==> config.mk <==
export PLATFORM = sky130hd
export DESIGN_NAME = fla_linear_access
export DESIGN_NICKNAME = d
export VERILOG_FILES = /design/src/logic/fla_none.v /design/src/logic/fla_linear_access.v
export VERILOG_INCLUDE_DIRS = /design/src /design/src/logic
export SDC_FILE = /design/constraint.sdc
export NUM_CORES = 1
export LEC_CHECK = 0
export BUFFER_PORTS_ARGS = -buffer_cell sky130_fd_sc_hd__buf_2
export CORE_ASPECT_RATIO = 0.7
export CORE_MARGIN = 8
export CORE_UTILIZATION = 50
export CTS_CLUSTER_SIZE = 25
export DETAILED_ROUTE_END_ITERATION = 10
export PLACE_DENSITY = 0.81
export RECOVER_POWER = 25
export SLEW_MARGIN = 10
export SYNTH_ARGS = -nofsm -noshare
export SYNTH_HDL_FRONTEND = slang
export SYNTH_SLANG_ARGS = --single-unit
==> constraint.sdc <==
create_clock -name clk -period 2.7 [get_ports clk]
set_input_delay 0.81 -clock clk [delete_from_list [all_inputs] [get_ports clk]]
set_output_delay 0.81 -clock clk [all_outputs]
set_load 0.1 [all_outputs]
==> src/logic/fla_regs.vh <==
// register offsets, field positions, reset values and timing counts for the linear access block
`ifndef FLA_REGS_VH
`define FLA_REGS_VH
`define FLA_ADDR_W      4
`define FLA_PTR_W       17
`define FLA_OFF_PTR2    4'h0
`define FLA_OFF_PTR1    4'h1
`define FLA_OFF_PTR0    4'h2
`define FLA_OFF_WORDP   4'h3
`define FLA_OFF_BYTEP   4'h4
`define FLA_OFF_PLAIN   4'h5
`define FLA_OFF_ADD     4'h6
`define FLA_OFF_CLKDIV  4'h8
`define FLA_OFF_CTRL    4'h9
`define FLA_OFF_CMD     4'hA
`define FLA_OFF_STAT    4'hB
`define FLA_PTR_RST     17'h0_0000
`define FLA_DIV_RST     8'h00
`define FLA_CTRL_RST    8'h00
`define FLA_CTRL_EE     0
`define FLA_CTRL_EE8    1
`define FLA_ST_ERR      0
`define FLA_ST_DONE     1
`define FLA_ST_BUSY     2
`define FLA_ST_LOADED   3
`define FLA_CMD_BLANK   8'h05
`define FLA_CMD_BYTE    8'h20
`define FLA_CMD_BURST   8'h25
`define FLA_CMD_SECT    8'h40
`define FLA_CMD_MASS    8'h41
`define FLA_CMD_ABORT   8'h47
`define FLA_CYC_BYTE    15'h0009
`define FLA_CYC_BURST   15'h0004
`define FLA_CYC_SECT    15'h0FA0
`define FLA_CYC_MASS    15'h4E20
`define FLA_CYC_ABORT   15'h0004
`define FLA_CYC_BLANK   15'h0004
`define FLA_FL_SECT_W   9
`endif

==> src/logic/fla_none.v <==
// no logic here: the whole block sits in the main design file

==> src/logic/fla_linear_access.v <==
// linear pointer data ports, write-once timing divider and program/erase timing sequencer
`include "fla_regs.vh"

module fla_linear_access (
    // clock and reset
    input  wire         clk,
    input  wire         reset_n,
    // cpu register access
    input  wire [3:0]   cpu_addr,
    input  wire         cpu_wr,
    input  wire         cpu_rd,
    input  wire [7:0]   cpu_wdata,
    output reg  [7:0]   cpu_rdata_q,
    // memory array access
    input  wire [7:0]   mem_rdata,
    output wire [16:0]  mem_addr,
    output reg  [7:0]   mem_wdata_q,
    output reg          mem_wr_q,
    // nonvolatile sequencer side
    output reg          nvm_timing_tick_q,
    output reg          nvm_hv_on_q,
    output reg  [7:0]   nvm_op_q,
    output reg  [16:0]  nvm_sector_q,
    output reg          nvm_eeprom_q
);

    // one-hot sequencer states
    localparam ST_IDLE = 2'b01;
    localparam ST_RUN  = 2'b10;

    // pointer state
    reg  [16:0] linear_pointer_q;
    reg  [16:0] linear_pointer_d;

    // divider and timing enable state
    reg  [7:0]  nvm_clock_divider_q;
    reg         div_loaded_q;
    reg  [7:0]  div_cnt_q;

    // sequencer state and flags
    reg  [7:0]  ctrl_q;
    reg  [1:0]  state_q;
    reg  [14:0] cyc_left_q;
    reg         access_error_flag_q;
    reg         done_q;
    reg         abort_pend_q;
    reg         chain_q;
    reg  [16:0] last_addr_q;

    // register decodes
    wire        sel_ptr2  = (cpu_addr == `FLA_OFF_PTR2);
    wire        sel_ptr1  = (cpu_addr == `FLA_OFF_PTR1);
    wire        sel_ptr0  = (cpu_addr == `FLA_OFF_PTR0);
    wire        sel_wordp = (cpu_addr == `FLA_OFF_WORDP);
    wire        sel_bytep = (cpu_addr == `FLA_OFF_BYTEP);
    wire        sel_plain = (cpu_addr == `FLA_OFF_PLAIN);
    wire        sel_add   = (cpu_addr == `FLA_OFF_ADD);
    wire        sel_div   = (cpu_addr == `FLA_OFF_CLKDIV);
    wire        sel_ctrl  = (cpu_addr == `FLA_OFF_CTRL);
    wire        sel_cmd   = (cpu_addr == `FLA_OFF_CMD);
    wire        sel_stat  = (cpu_addr == `FLA_OFF_STAT);

    // access classes, busy, timing enable and strobes
    wire        post_inc  = sel_wordp | sel_bytep;
    wire        data_port = post_inc | sel_plain;
    wire        busy      = state_q[1];
    wire        tick      = div_loaded_q && (div_cnt_q == nvm_clock_divider_q);
    wire        cmd_wr    = cpu_wr && sel_cmd;
    wire        stat_wr   = cpu_wr && sel_stat;

    // the pointer drives the array address directly
    assign mem_addr = linear_pointer_q;

    // next pointer: byte writes, signed add, post increment, wrapping at 17 bits
    always @* begin
        linear_pointer_d = linear_pointer_q;
        if (cpu_wr && sel_ptr2) begin
            linear_pointer_d[16] = cpu_wdata[0];
        end else if (cpu_wr && sel_ptr1) begin
            linear_pointer_d[15:8] = cpu_wdata;
        end else if (cpu_wr && sel_ptr0) begin
            linear_pointer_d[7:0] = cpu_wdata;
        end else if (cpu_wr && sel_add) begin
            linear_pointer_d = linear_pointer_q + {{9{cpu_wdata[7]}}, cpu_wdata};
        end else if ((cpu_wr || cpu_rd) && post_inc) begin
            linear_pointer_d = linear_pointer_q + 17'h0_0001;
        end
    end

    // pointer register
    always @(posedge clk or negedge reset_n) begin
        if (!reset_n) begin
            linear_pointer_q <= `FLA_PTR_RST;
        end else begin
            linear_pointer_q <= linear_pointer_d;
        end
    end

    // writes through any data port go to the array at the current pointer
    always @(posedge clk or negedge reset_n) begin
        if (!reset_n) begin
            mem_wr_q    <= 1'b0;
            mem_wdata_q <= 8'h00;
        end else begin
            mem_wr_q <= cpu_wr && data_port;
            if (cpu_wr && data_port) begin
                mem_wdata_q <= cpu_wdata;
            end
        end
    end

    // status byte as software reads it
    reg [7:0] stat_rd;
    always @* begin
        stat_rd                 = 8'h00;
        stat_rd[`FLA_ST_ERR]    = access_error_flag_q;
        stat_rd[`FLA_ST_DONE]   = done_q;
        stat_rd[`FLA_ST_BUSY]   = busy;
        stat_rd[`FLA_ST_LOADED] = div_loaded_q;
    end

    // read data, sampled with the pointer before it moves
    always @(posedge clk or negedge reset_n) begin
        if (!reset_n) begin
            cpu_rdata_q <= 8'h00;
        end else if (cpu_rd) begin
            if (data_port) begin
                cpu_rdata_q <= mem_rdata;
            end else if (sel_ptr2) begin
                cpu_rdata_q <= {7'h00, linear_pointer_q[16]};
            end else if (sel_ptr1) begin
                cpu_rdata_q <= linear_pointer_q[15:8];
            end else if (sel_ptr0) begin
                cpu_rdata_q <= linear_pointer_q[7:0];
            end else if (sel_div) begin
                cpu_rdata_q <= nvm_clock_divider_q;
            end else if (sel_ctrl) begin
                cpu_rdata_q <= ctrl_q;
            end else if (sel_cmd) begin
                cpu_rdata_q <= nvm_op_q;
            end else if (sel_stat) begin
                cpu_rdata_q <= stat_rd;
            end else begin
                cpu_rdata_q <= 8'h00;
            end
        end
    end

    // write-once divider; later writes are dropped
    always @(posedge clk or negedge reset_n) begin
        if (!reset_n) begin
            nvm_clock_divider_q <= `FLA_DIV_RST;
            div_loaded_q        <= 1'b0;
        end else if (cpu_wr && sel_div && !div_loaded_q) begin
            nvm_clock_divider_q <= cpu_wdata;
            div_loaded_q        <= 1'b1;
        end
    end

    // timing clock enable: one tick every divider+1 bus cycles
    always @(posedge clk or negedge reset_n) begin
        if (!reset_n) begin
            div_cnt_q         <= 8'h00;
            nvm_timing_tick_q <= 1'b0;
        end else begin
            nvm_timing_tick_q <= tick;
            if (!div_loaded_q || tick) begin
                div_cnt_q <= 8'h00;
            end else begin
                div_cnt_q <= div_cnt_q + 8'h01;
            end
        end
    end

    // sector selection register
    always @(posedge clk or negedge reset_n) begin
        if (!reset_n) begin
            ctrl_q <= `FLA_CTRL_RST;
        end else if (cpu_wr && sel_ctrl) begin
            ctrl_q <= {6'h00, cpu_wdata[1:0]};
        end
    end

    // command launch checks
    wire cmd_valid = (cpu_wdata == `FLA_CMD_BLANK) || (cpu_wdata == `FLA_CMD_BYTE)
                   || (cpu_wdata == `FLA_CMD_BURST) || (cpu_wdata == `FLA_CMD_SECT)
                   || (cpu_wdata == `FLA_CMD_MASS) || (cpu_wdata == `FLA_CMD_ABORT);
    wire is_abort  = (cpu_wdata == `FLA_CMD_ABORT);
    wire abort_hit = busy && is_abort && (nvm_op_q == `FLA_CMD_SECT) && !abort_pend_q;
    wire reject    = cmd_wr && (!div_loaded_q || !cmd_valid || access_error_flag_q
                                || (busy && !abort_hit));

    // launch, burst chaining and completion
    wire start     = cmd_wr && !reject && !busy;
    wire chained   = chain_q && (linear_pointer_q == last_addr_q + 17'h0_0001)
                   && (linear_pointer_q[16:5] == last_addr_q[16:5]);
    wire finish    = busy && tick && (cyc_left_q == 15'h0001);

    // cycle count of the command about to start
    reg [14:0] cyc_load;
    always @* begin
        case (cpu_wdata)
            `FLA_CMD_BYTE:  cyc_load = `FLA_CYC_BYTE;
            `FLA_CMD_BURST: cyc_load = chained ? `FLA_CYC_BURST : `FLA_CYC_BYTE;
            `FLA_CMD_SECT:  cyc_load = `FLA_CYC_SECT;
            `FLA_CMD_MASS:  cyc_load = `FLA_CYC_MASS;
            `FLA_CMD_ABORT: cyc_load = `FLA_CYC_ABORT;
            default:        cyc_load = `FLA_CYC_BLANK;
        endcase
    end

    // erase sector base: 512-byte flash, 4- or 8-byte eeprom
    reg [16:0] sect_base;
    always @* begin
        if (!ctrl_q[`FLA_CTRL_EE]) begin
            sect_base = {linear_pointer_q[16:`FLA_FL_SECT_W], 9'h000};
        end else if (ctrl_q[`FLA_CTRL_EE8]) begin
            sect_base = {linear_pointer_q[16:3], 3'h0};
        end else begin
            sect_base = {linear_pointer_q[16:2], 2'h0};
        end
    end

    // sequencer: counts whole timing ticks per command
    always @(posedge clk or negedge reset_n) begin
        if (!reset_n) begin
            state_q      <= ST_IDLE;
            cyc_left_q   <= 15'h0000;
            nvm_hv_on_q  <= 1'b0;
            nvm_op_q     <= 8'h00;
            nvm_sector_q <= 17'h0_0000;
            nvm_eeprom_q <= 1'b0;
            abort_pend_q <= 1'b0;
            chain_q      <= 1'b0;
            last_addr_q  <= 17'h0_0000;
        end else begin
            case (state_q)
                ST_IDLE: begin
                    if (start) begin
                        state_q      <= ST_RUN;
                        cyc_left_q   <= cyc_load;
                        nvm_hv_on_q  <= !is_abort && (cpu_wdata != `FLA_CMD_BLANK);
                        nvm_op_q     <= cpu_wdata;
                        nvm_sector_q <= sect_base;
                        nvm_eeprom_q <= ctrl_q[`FLA_CTRL_EE];
                        chain_q      <= 1'b0;
                        last_addr_q  <= linear_pointer_q;
                    end
                end
                ST_RUN: begin
                    if (abort_hit && cmd_wr && !access_error_flag_q) begin
                        cyc_left_q   <= `FLA_CYC_ABORT;
                        abort_pend_q <= 1'b1;
                    end else if (finish) begin
                        state_q      <= ST_IDLE;
                        nvm_hv_on_q  <= 1'b0;
                        abort_pend_q <= 1'b0;
                        chain_q      <= (nvm_op_q == `FLA_CMD_BURST);
                    end else if (tick) begin
                        cyc_left_q <= cyc_left_q - 15'h0001;
                    end
                end
                default: begin
                    state_q <= ST_IDLE;
                end
            endcase
        end
    end

    // sticky access error, write one to clear, a set in the same cycle wins
    always @(posedge clk or negedge reset_n) begin
        if (!reset_n) begin
            access_error_flag_q <= 1'b0;
        end else if (reject || (finish && abort_pend_q)) begin
            access_error_flag_q <= 1'b1;
        end else if (stat_wr && cpu_wdata[`FLA_ST_ERR]) begin
            access_error_flag_q <= 1'b0;
        end
    end

    // sticky done, same priority; a new launch clears it
    always @(posedge clk or negedge reset_n) begin
        if (!reset_n) begin
            done_q <= 1'b0;
        end else if (finish) begin
            done_q <= 1'b1;
        end else if (start || (stat_wr && cpu_wdata[`FLA_ST_DONE])) begin
            done_q <= 1'b0;
        end
    end

endmodule

Yosys cells after proc, flatten, opt, wreduce, memory -nomap -nowiden
Cells that the tools add are included.
{"block": "word_totals", "register_bits": 119, "input_bits": 24, "word_cells": 171, "output_inout_bits": 62}
{"block": "classes", "muxes": 42, "bitwise_logic": 4, "n_reduce_logical": 65, "eq_ne": 33, "add_sub_neg": 5}
{"op": "8-bit two-way mux", "count": 10}
{"op": "15-bit two-way mux", "count": 4}
{"op": "15-bit case mux with 4 select lines", "count": 1}
{"op": "17-bit by 1-bit adder with 17-bit output (second input constant)", "count": 2}
{"op": "17-bit two-way mux", "count": 2}
{"op": "8-bit by 7-bit equality test with 1-bit output (second input constant)", "count": 4}
{"op": "15-bit case mux with 2 select lines", "count": 1}
{"op": "1-bit logical AND", "count": 29}
{"op": "8-bit by 6-bit equality test with 1-bit output (second input constant)", "count": 3}
{"op": "9-bit two-way mux", "count": 2}
{"op": "17-bit adder", "count": 1}
{"op": "17-bit equality test", "count": 1}
{"op": "4-bit equality test (second input constant)", "count": 4}
{"op": "15-bit by 1-bit equality test with 1-bit output (second input constant)", "count": 1}
{"op": "15-bit by 1-bit subtractor with 15-bit output (second input constant)", "count": 1}
{"op": "1-bit two-way mux", "count": 13}
{"op": "12-bit equality test", "count": 1}
{"op": "4-bit by 3-bit equality test with 1-bit output (second input constant)", "count": 3}
{"op": "1-bit logical OR", "count": 12}
{"op": "2-bit inequality test (second input constant)", "count": 6}
{"op": "3-bit AND reduction", "count": 4}
{"op": "3-bit nonzero test", "count": 3}
{"op": "8-bit by 1-bit adder with 8-bit output (second input constant)", "count": 1}
{"op": "4-bit by 2-bit equality test with 1-bit output (second input constant)", "count": 2}
{"op": "other kinds (19)", "count": 38}

Longest topological paths before layout
{"block": "depth", "ltp_word": 17, "mapped_depth": 14, "depth_no_buf": 13}

Least setup slack after synthesis
Ideal clock, no wire load.
{"block": "synth_path", "path_type": "input-to-reg", "from": "input port cpu_addr[0]", "to": "register linear_pointer_q[16] (netlist: mem_addr[16])", "setup_slack_ns": -0.898, "n_path_buf": 1, "path_stages": 12, "setup_time_ns": 0.137, "arrival_ns": 3.462, "required_ns": 2.563, "cell_sequence": "clkbuf_1 -> nand2b_1 -> nor3_1 -> nand2_1 -> inv_1 -> ha_1 -> a21o_1 -> a21o_1 -> o21ai_0 -> o22ai_1 -> o31ai_1 -> nand4b_1"}
{"block": "synth_between", "elab_chain_cells": 6}
{"element": "from (decl)", "line": "fla_linear_access.v:9", "source": "input wire [3:0] cpu_addr,"}
{"element": "4-bit by 3-bit equality test with 1-bit output (no source line)"}
{"element": "1-bit logical AND", "line": "fla_linear_access.v:83", "source": "end else if (cpu_wr && sel_add) begin"}
{"element": "17-bit two-way mux", "line": "fla_linear_access.v:83"}
{"element": "9-bit two-way mux", "line": "fla_linear_access.v:81", "source": "end else if (cpu_wr && sel_ptr0) begin"}
{"element": "1-bit two-way mux", "line": "fla_linear_access.v:79", "source": "end else if (cpu_wr && sel_ptr1) begin"}
{"element": "1-bit two-way mux", "line": "fla_linear_access.v:77", "source": "if (cpu_wr && sel_ptr2) begin"}
{"element": "to (signal assigned)", "line": "fla_linear_access.v:93", "source": "linear_pointer_q <= `FLA_PTR_RST;"}
{"element": "to (signal assigned)", "line": "fla_linear_access.v:95", "source": "linear_pointer_q <= linear_pointer_d;"}
{"element": "to (decl)", "line": "fla_linear_access.v:32", "source": "reg [16:0] linear_pointer_q;"}
Parallel ways exist; a longest one is shown, timed or not. The select of a mux whose other input is x is not followed.
A chain may end at the register's enable or synchronous reset.

Worst setup path after layout
{"block": "layout_path", "from": "input port cpu_addr[0]", "to": "register linear_pointer_q[14] (netlist: mem_addr[14])"}
{"block": "layout_between", "elab_chain_cells": 5}
{"element": "4-bit by 2-bit equality test with 1-bit output (no source line) or 4-bit by 3-bit equality test with 1-bit output (tied branches)"}
{"element": "1-bit OR or 1-bit logical AND (tied branches)", "line": "fla_linear_access.v:64, fla_linear_access.v:83"}
{"element": "1-bit logical AND or 17-bit two-way mux (tied branches)", "line": "fla_linear_access.v:85, fla_linear_access.v:83"}
{"element": "3-bit nonzero test (no source line) or 9-bit two-way mux (tied branches)"}
{"element": "3-bit AND reduction (no source line) or 8-bit two-way mux (tied branches)"}
Parallel ways exist; a longest one is shown, timed or not. The select of a mux whose other input is x is not followed.

==> results.py <==
metrics = {
    "status": {
        "run_status": "complete, but fails checks",
        "violations": "negative setup slack",
    },
    "timing": {
        "whs_ps": 470,
        "fin_crit_ps": 2870,
        "relSlewSlack": 0.244,
        "finalCritPeriodShare": 1.06,
        "final_max_slew_viol_count": 0,
        "fin_tns_setup_ps": -828,
        "hold_violations": 0,
        "skew_ps": 7.65,
        "fin_ws_ps": -169,
        "rsz0062_at_grt": "yes",
        "fmax_mhz": 349,
        "worst_slew_pin_slew_ps": 1130,
        "setup_viol": 9,
    },
    "power": {
        "p_per_area_nw_per_um2": 746,
        "switching_share": 0.459,
        "finalPower_mw": 6.51,
        "p_clk_frac": 0.221,
        "p_leak_nw": 4.17,
        "switchingPower_mw": 2.99,
        "p_int_mw": 3.52,
        "comb_power_share": 0.453,
        "power_frac_seq": 0.326,
        "irDropWorstVdd_uv": 1140,
    },
    "die": {
        "die_width_um": 155,
        "pin_count": 86,
        "rows": 35,
        "initial_utilization": 0.511,
        "die_height_um": 113,
        "coreArea_um2": 13100,
        "die_area_um2": 17500,
    },
    "layout": {
        "antenna_cells": 0,
        "synthToLayoutAreaGrowth_pct": 30.0,
        "drive_above_1_share": 0.355,
        "fin_nets": 941,
        "final_cell_area_um2": 8730,
        "fin_util": 0.664,
    },
    "place": {
        "io_buffers": 83,
        "dp_hpwl_um": 15600,
        "place_congestion": 0.965,
        "placed_area_um2": 8030,
    },
    "global_route": {
        "antenna_found_initial": 0,
        "grt_start_max_net_pins": 81,
        "grt-ovfl-total": 0,
        "groute.usage.overall": 0.249,
        "grt_pass1_vias": 6404,
        "grt_pass1_wl_um": 34600,
    },
    "logic_synthesis": {
        "synth_fa_ha_area_frac": 0.0403,
        "synthArstFlopShare": 1.00,
        "synth_top_area_frac": 0.403,
        "synthFlopType": "dfrtp_1",
        "syn_area_per_cell_um2": 9.26,
        "yosysSeqAreaShare": 0.406,
        "ys_types": 72,
        "synthTopCellsByCount": "dfrtp_1 (108), nor2_1 (68), nand2_1 (61), mux2_2 (43), a21oi_1 (40)",
        "muxShareOfSynthArea": 0.0813,
        "yosys_warnings": 0,
        "yosys.area_share.simple": 0.195,
        "synthCells": 725,
        "netlist_area_um2": 6710,
        "synth_area_leaders": "dfrtp_1 (40%), mux2_2 (7.2%), nor2_1 (3.8%)",
        "synth-edff-count": 0,
        "synth-xor-area-share": 0.0652,
        "yosys_register_bits": 109,
        "synth_top_family_by_area": "simple AND/OR/NAND/NOR gates",
        "synth_compound_area_frac": 0.161,
        "yosysTopAreaCell": "dfrtp_1",
        "yosysMostFrequentCell": "dfrtp_1",
    },
    "critical_path": {
        "r2r_setup_slack_ps": 90,
        "cp.required_ps": 2940,
        "rr_worst_depth": 8,
        "regToRegStartpoint": "nvm_op_q[7]$_DFFE_PN0P_",
        "cp_slowest_cell": "a221o_1",
        "worstSetupStartpointType": "input port",
        "worstPathArrival_ps": 3110,
        "crit_family": "compound AO/OA/AOI/OAI gates",
        "crit_fanout": 7,
        "critPathMaxStageDelay_ps": 360,
        "endpoint_kind": "flip-flop",
        "path_cells": "buf_6, nand2b_4, nor3_4, buf_6, nand2b_4, ha_4, inv_2, fa_2, inv_2, a21o_1, a221o_1, o21ai_4, o21a_1, o311a_1, a21oi_2",
        "r2r_end": "cyc_left_q[2]$_DFFE_PN0P_",
        "crit_type": "in2reg",
        "crit_buf_inv": 4,
        "critical_path.startpoint": "cpu_addr[0]",
    },
    "worst_hold_path": {
        "hp-class": "in2async",
    },
    "detailed_routing": {
        "first_pass_iters": 8,
        "drc": 0,
        "wl_per_cell_um": 20.9,
        "wirelength_um": 22300,
        "num_vias": 6581,
        "drt_iter0_drc": 838,
        "ant_nets": 0,
        "viasPerCell": 6.17,
    },
    "cts": {
        "clockBufferDepth": 2,
        "clock-sinks": 109,
        "cts_tree": "built",
        "root_buffer": "clkbuf_16",
        "cts_buffers": 9,
        "cts.clk_slew.worst_paths_ps": 70,
        "htreeDepth": 3,
        "postCtsHoldBufs": 0,
        "clk_latency_ps": 360,
    },
    "job": {
        "cap_viol_max_count": 0,
    },
}
## power by group through the flow
stage                     sequential [mW]  clock, mW  combinational, mW
final                                2.12       1.44               2.95
after global routing                 2.14       1.51               3.08
after CTS                            2.10       1.45               2.80
after detailed placement             2.12          0               2.71
after global placement               2.12          0               2.67
after floorplan                      2.78          0               1.22
## layout by cell type, fill, tap and decap left out, types with 6 or more instances in the layout
cell type  Yosys  layout
or3_1          6       6
o21ai_1       17      20
o21a_1         7       7
a21o_1         6       6
nor2b_1        7       7
clkbuf_16      0       9
buf_2          1      80
buf_6          0       8
dfrtp_1      108     103
nand4_1        6       6
xor2_1        25      24
a31oi_1       11      10
o21ai_0       33      27
and3_1        11      11
nand3_1       20      20
nor4_1        15      14
mux2_2        43      43
xnor2_1       25      23
inv_1         20      16
a21oi_1       40      34
nand2_1       61      58
nor2_1        68      68
nand2b_1      13      10
ha_4           0       7
ha_1          20      12
nor3_1        15      14
and2_1        12      11
buf_4         19     117
## layer usage
layer	global-route usage	vias up	wire, µm
met2	0.366	410	9440
li1	-	2946	-
met1	0.358	3158	9810
met5	0	-	0
met4	0.0690	0	634
met3	0.0564	67	2430
## stage by stage
stage,setup slack (ps),instances
2_1_floorplan,-462,726
3_3_place_gp,-592,1037
5_1_grt,-257,1067
6_report,-169,1067
4_1_cts,-120,1063
3_5_place_dp,-682,1037
## logic make-up after synthesis
group / after synthesis
other cells: 1
flops: 109
mux: 49
buf+inv: 71
compound gates: 167
xor+xnor: 50
simple gates: 257
fa+ha+maj: 21
## flip-flops by register name, indices dropped and copies added, names as in the netlist, 2 cells and up
name / cells
cpu_rdata_q: 8
ctrl_q: 2
cyc_left_q: 15
div_cnt_q: 8
last_addr_q: 16
mem_addr: 17
mem_wdata_q: 8
nvm_clock_divider_q: 8
nvm_op_q: 8
nvm_sector_q: 8
state_q: 2
## final cells by class
cell class                      instances  area, µm²
Multi-Input combinational cell        547       3980
Sequential cell                       109       2740
Tap cell                              166        208
Timing Repair Buffer                  209       1400
Clock inverter                          5       83.8
Inverter                               20       77.6
Fill cell                             988       4410
Clock buffer                           11        233
## worst max-delay path by stage
stage / end / slack (ps) / cells after the start
2_1_floorplan: mem_addr[16]$_DFFE_PN0P_ / -460 / 14
3_3_place_gp: mem_addr[16]$_DFFE_PN0P_ / -590 / 14
3_5_place_dp: mem_addr[16]$_DFFE_PN0P_ / -680 / 14
4_1_cts: mem_addr[12]$_DFFE_PN0P_ / -120 / 15
5_1_grt: mem_addr[16]$_DFFE_PN0P_ / -260 / 15
6_report: mem_addr[14]$_DFFE_PN0P_ / -170 / 15
## repair_timing
action,CTS,global route
buffers inserted,10,5
gates resized for setup,29,25
gates cloned,0,1
setup endpoints to repair,11,20
pin swaps,22,22
Note: power is estimated with default switching activity, not from simulation.
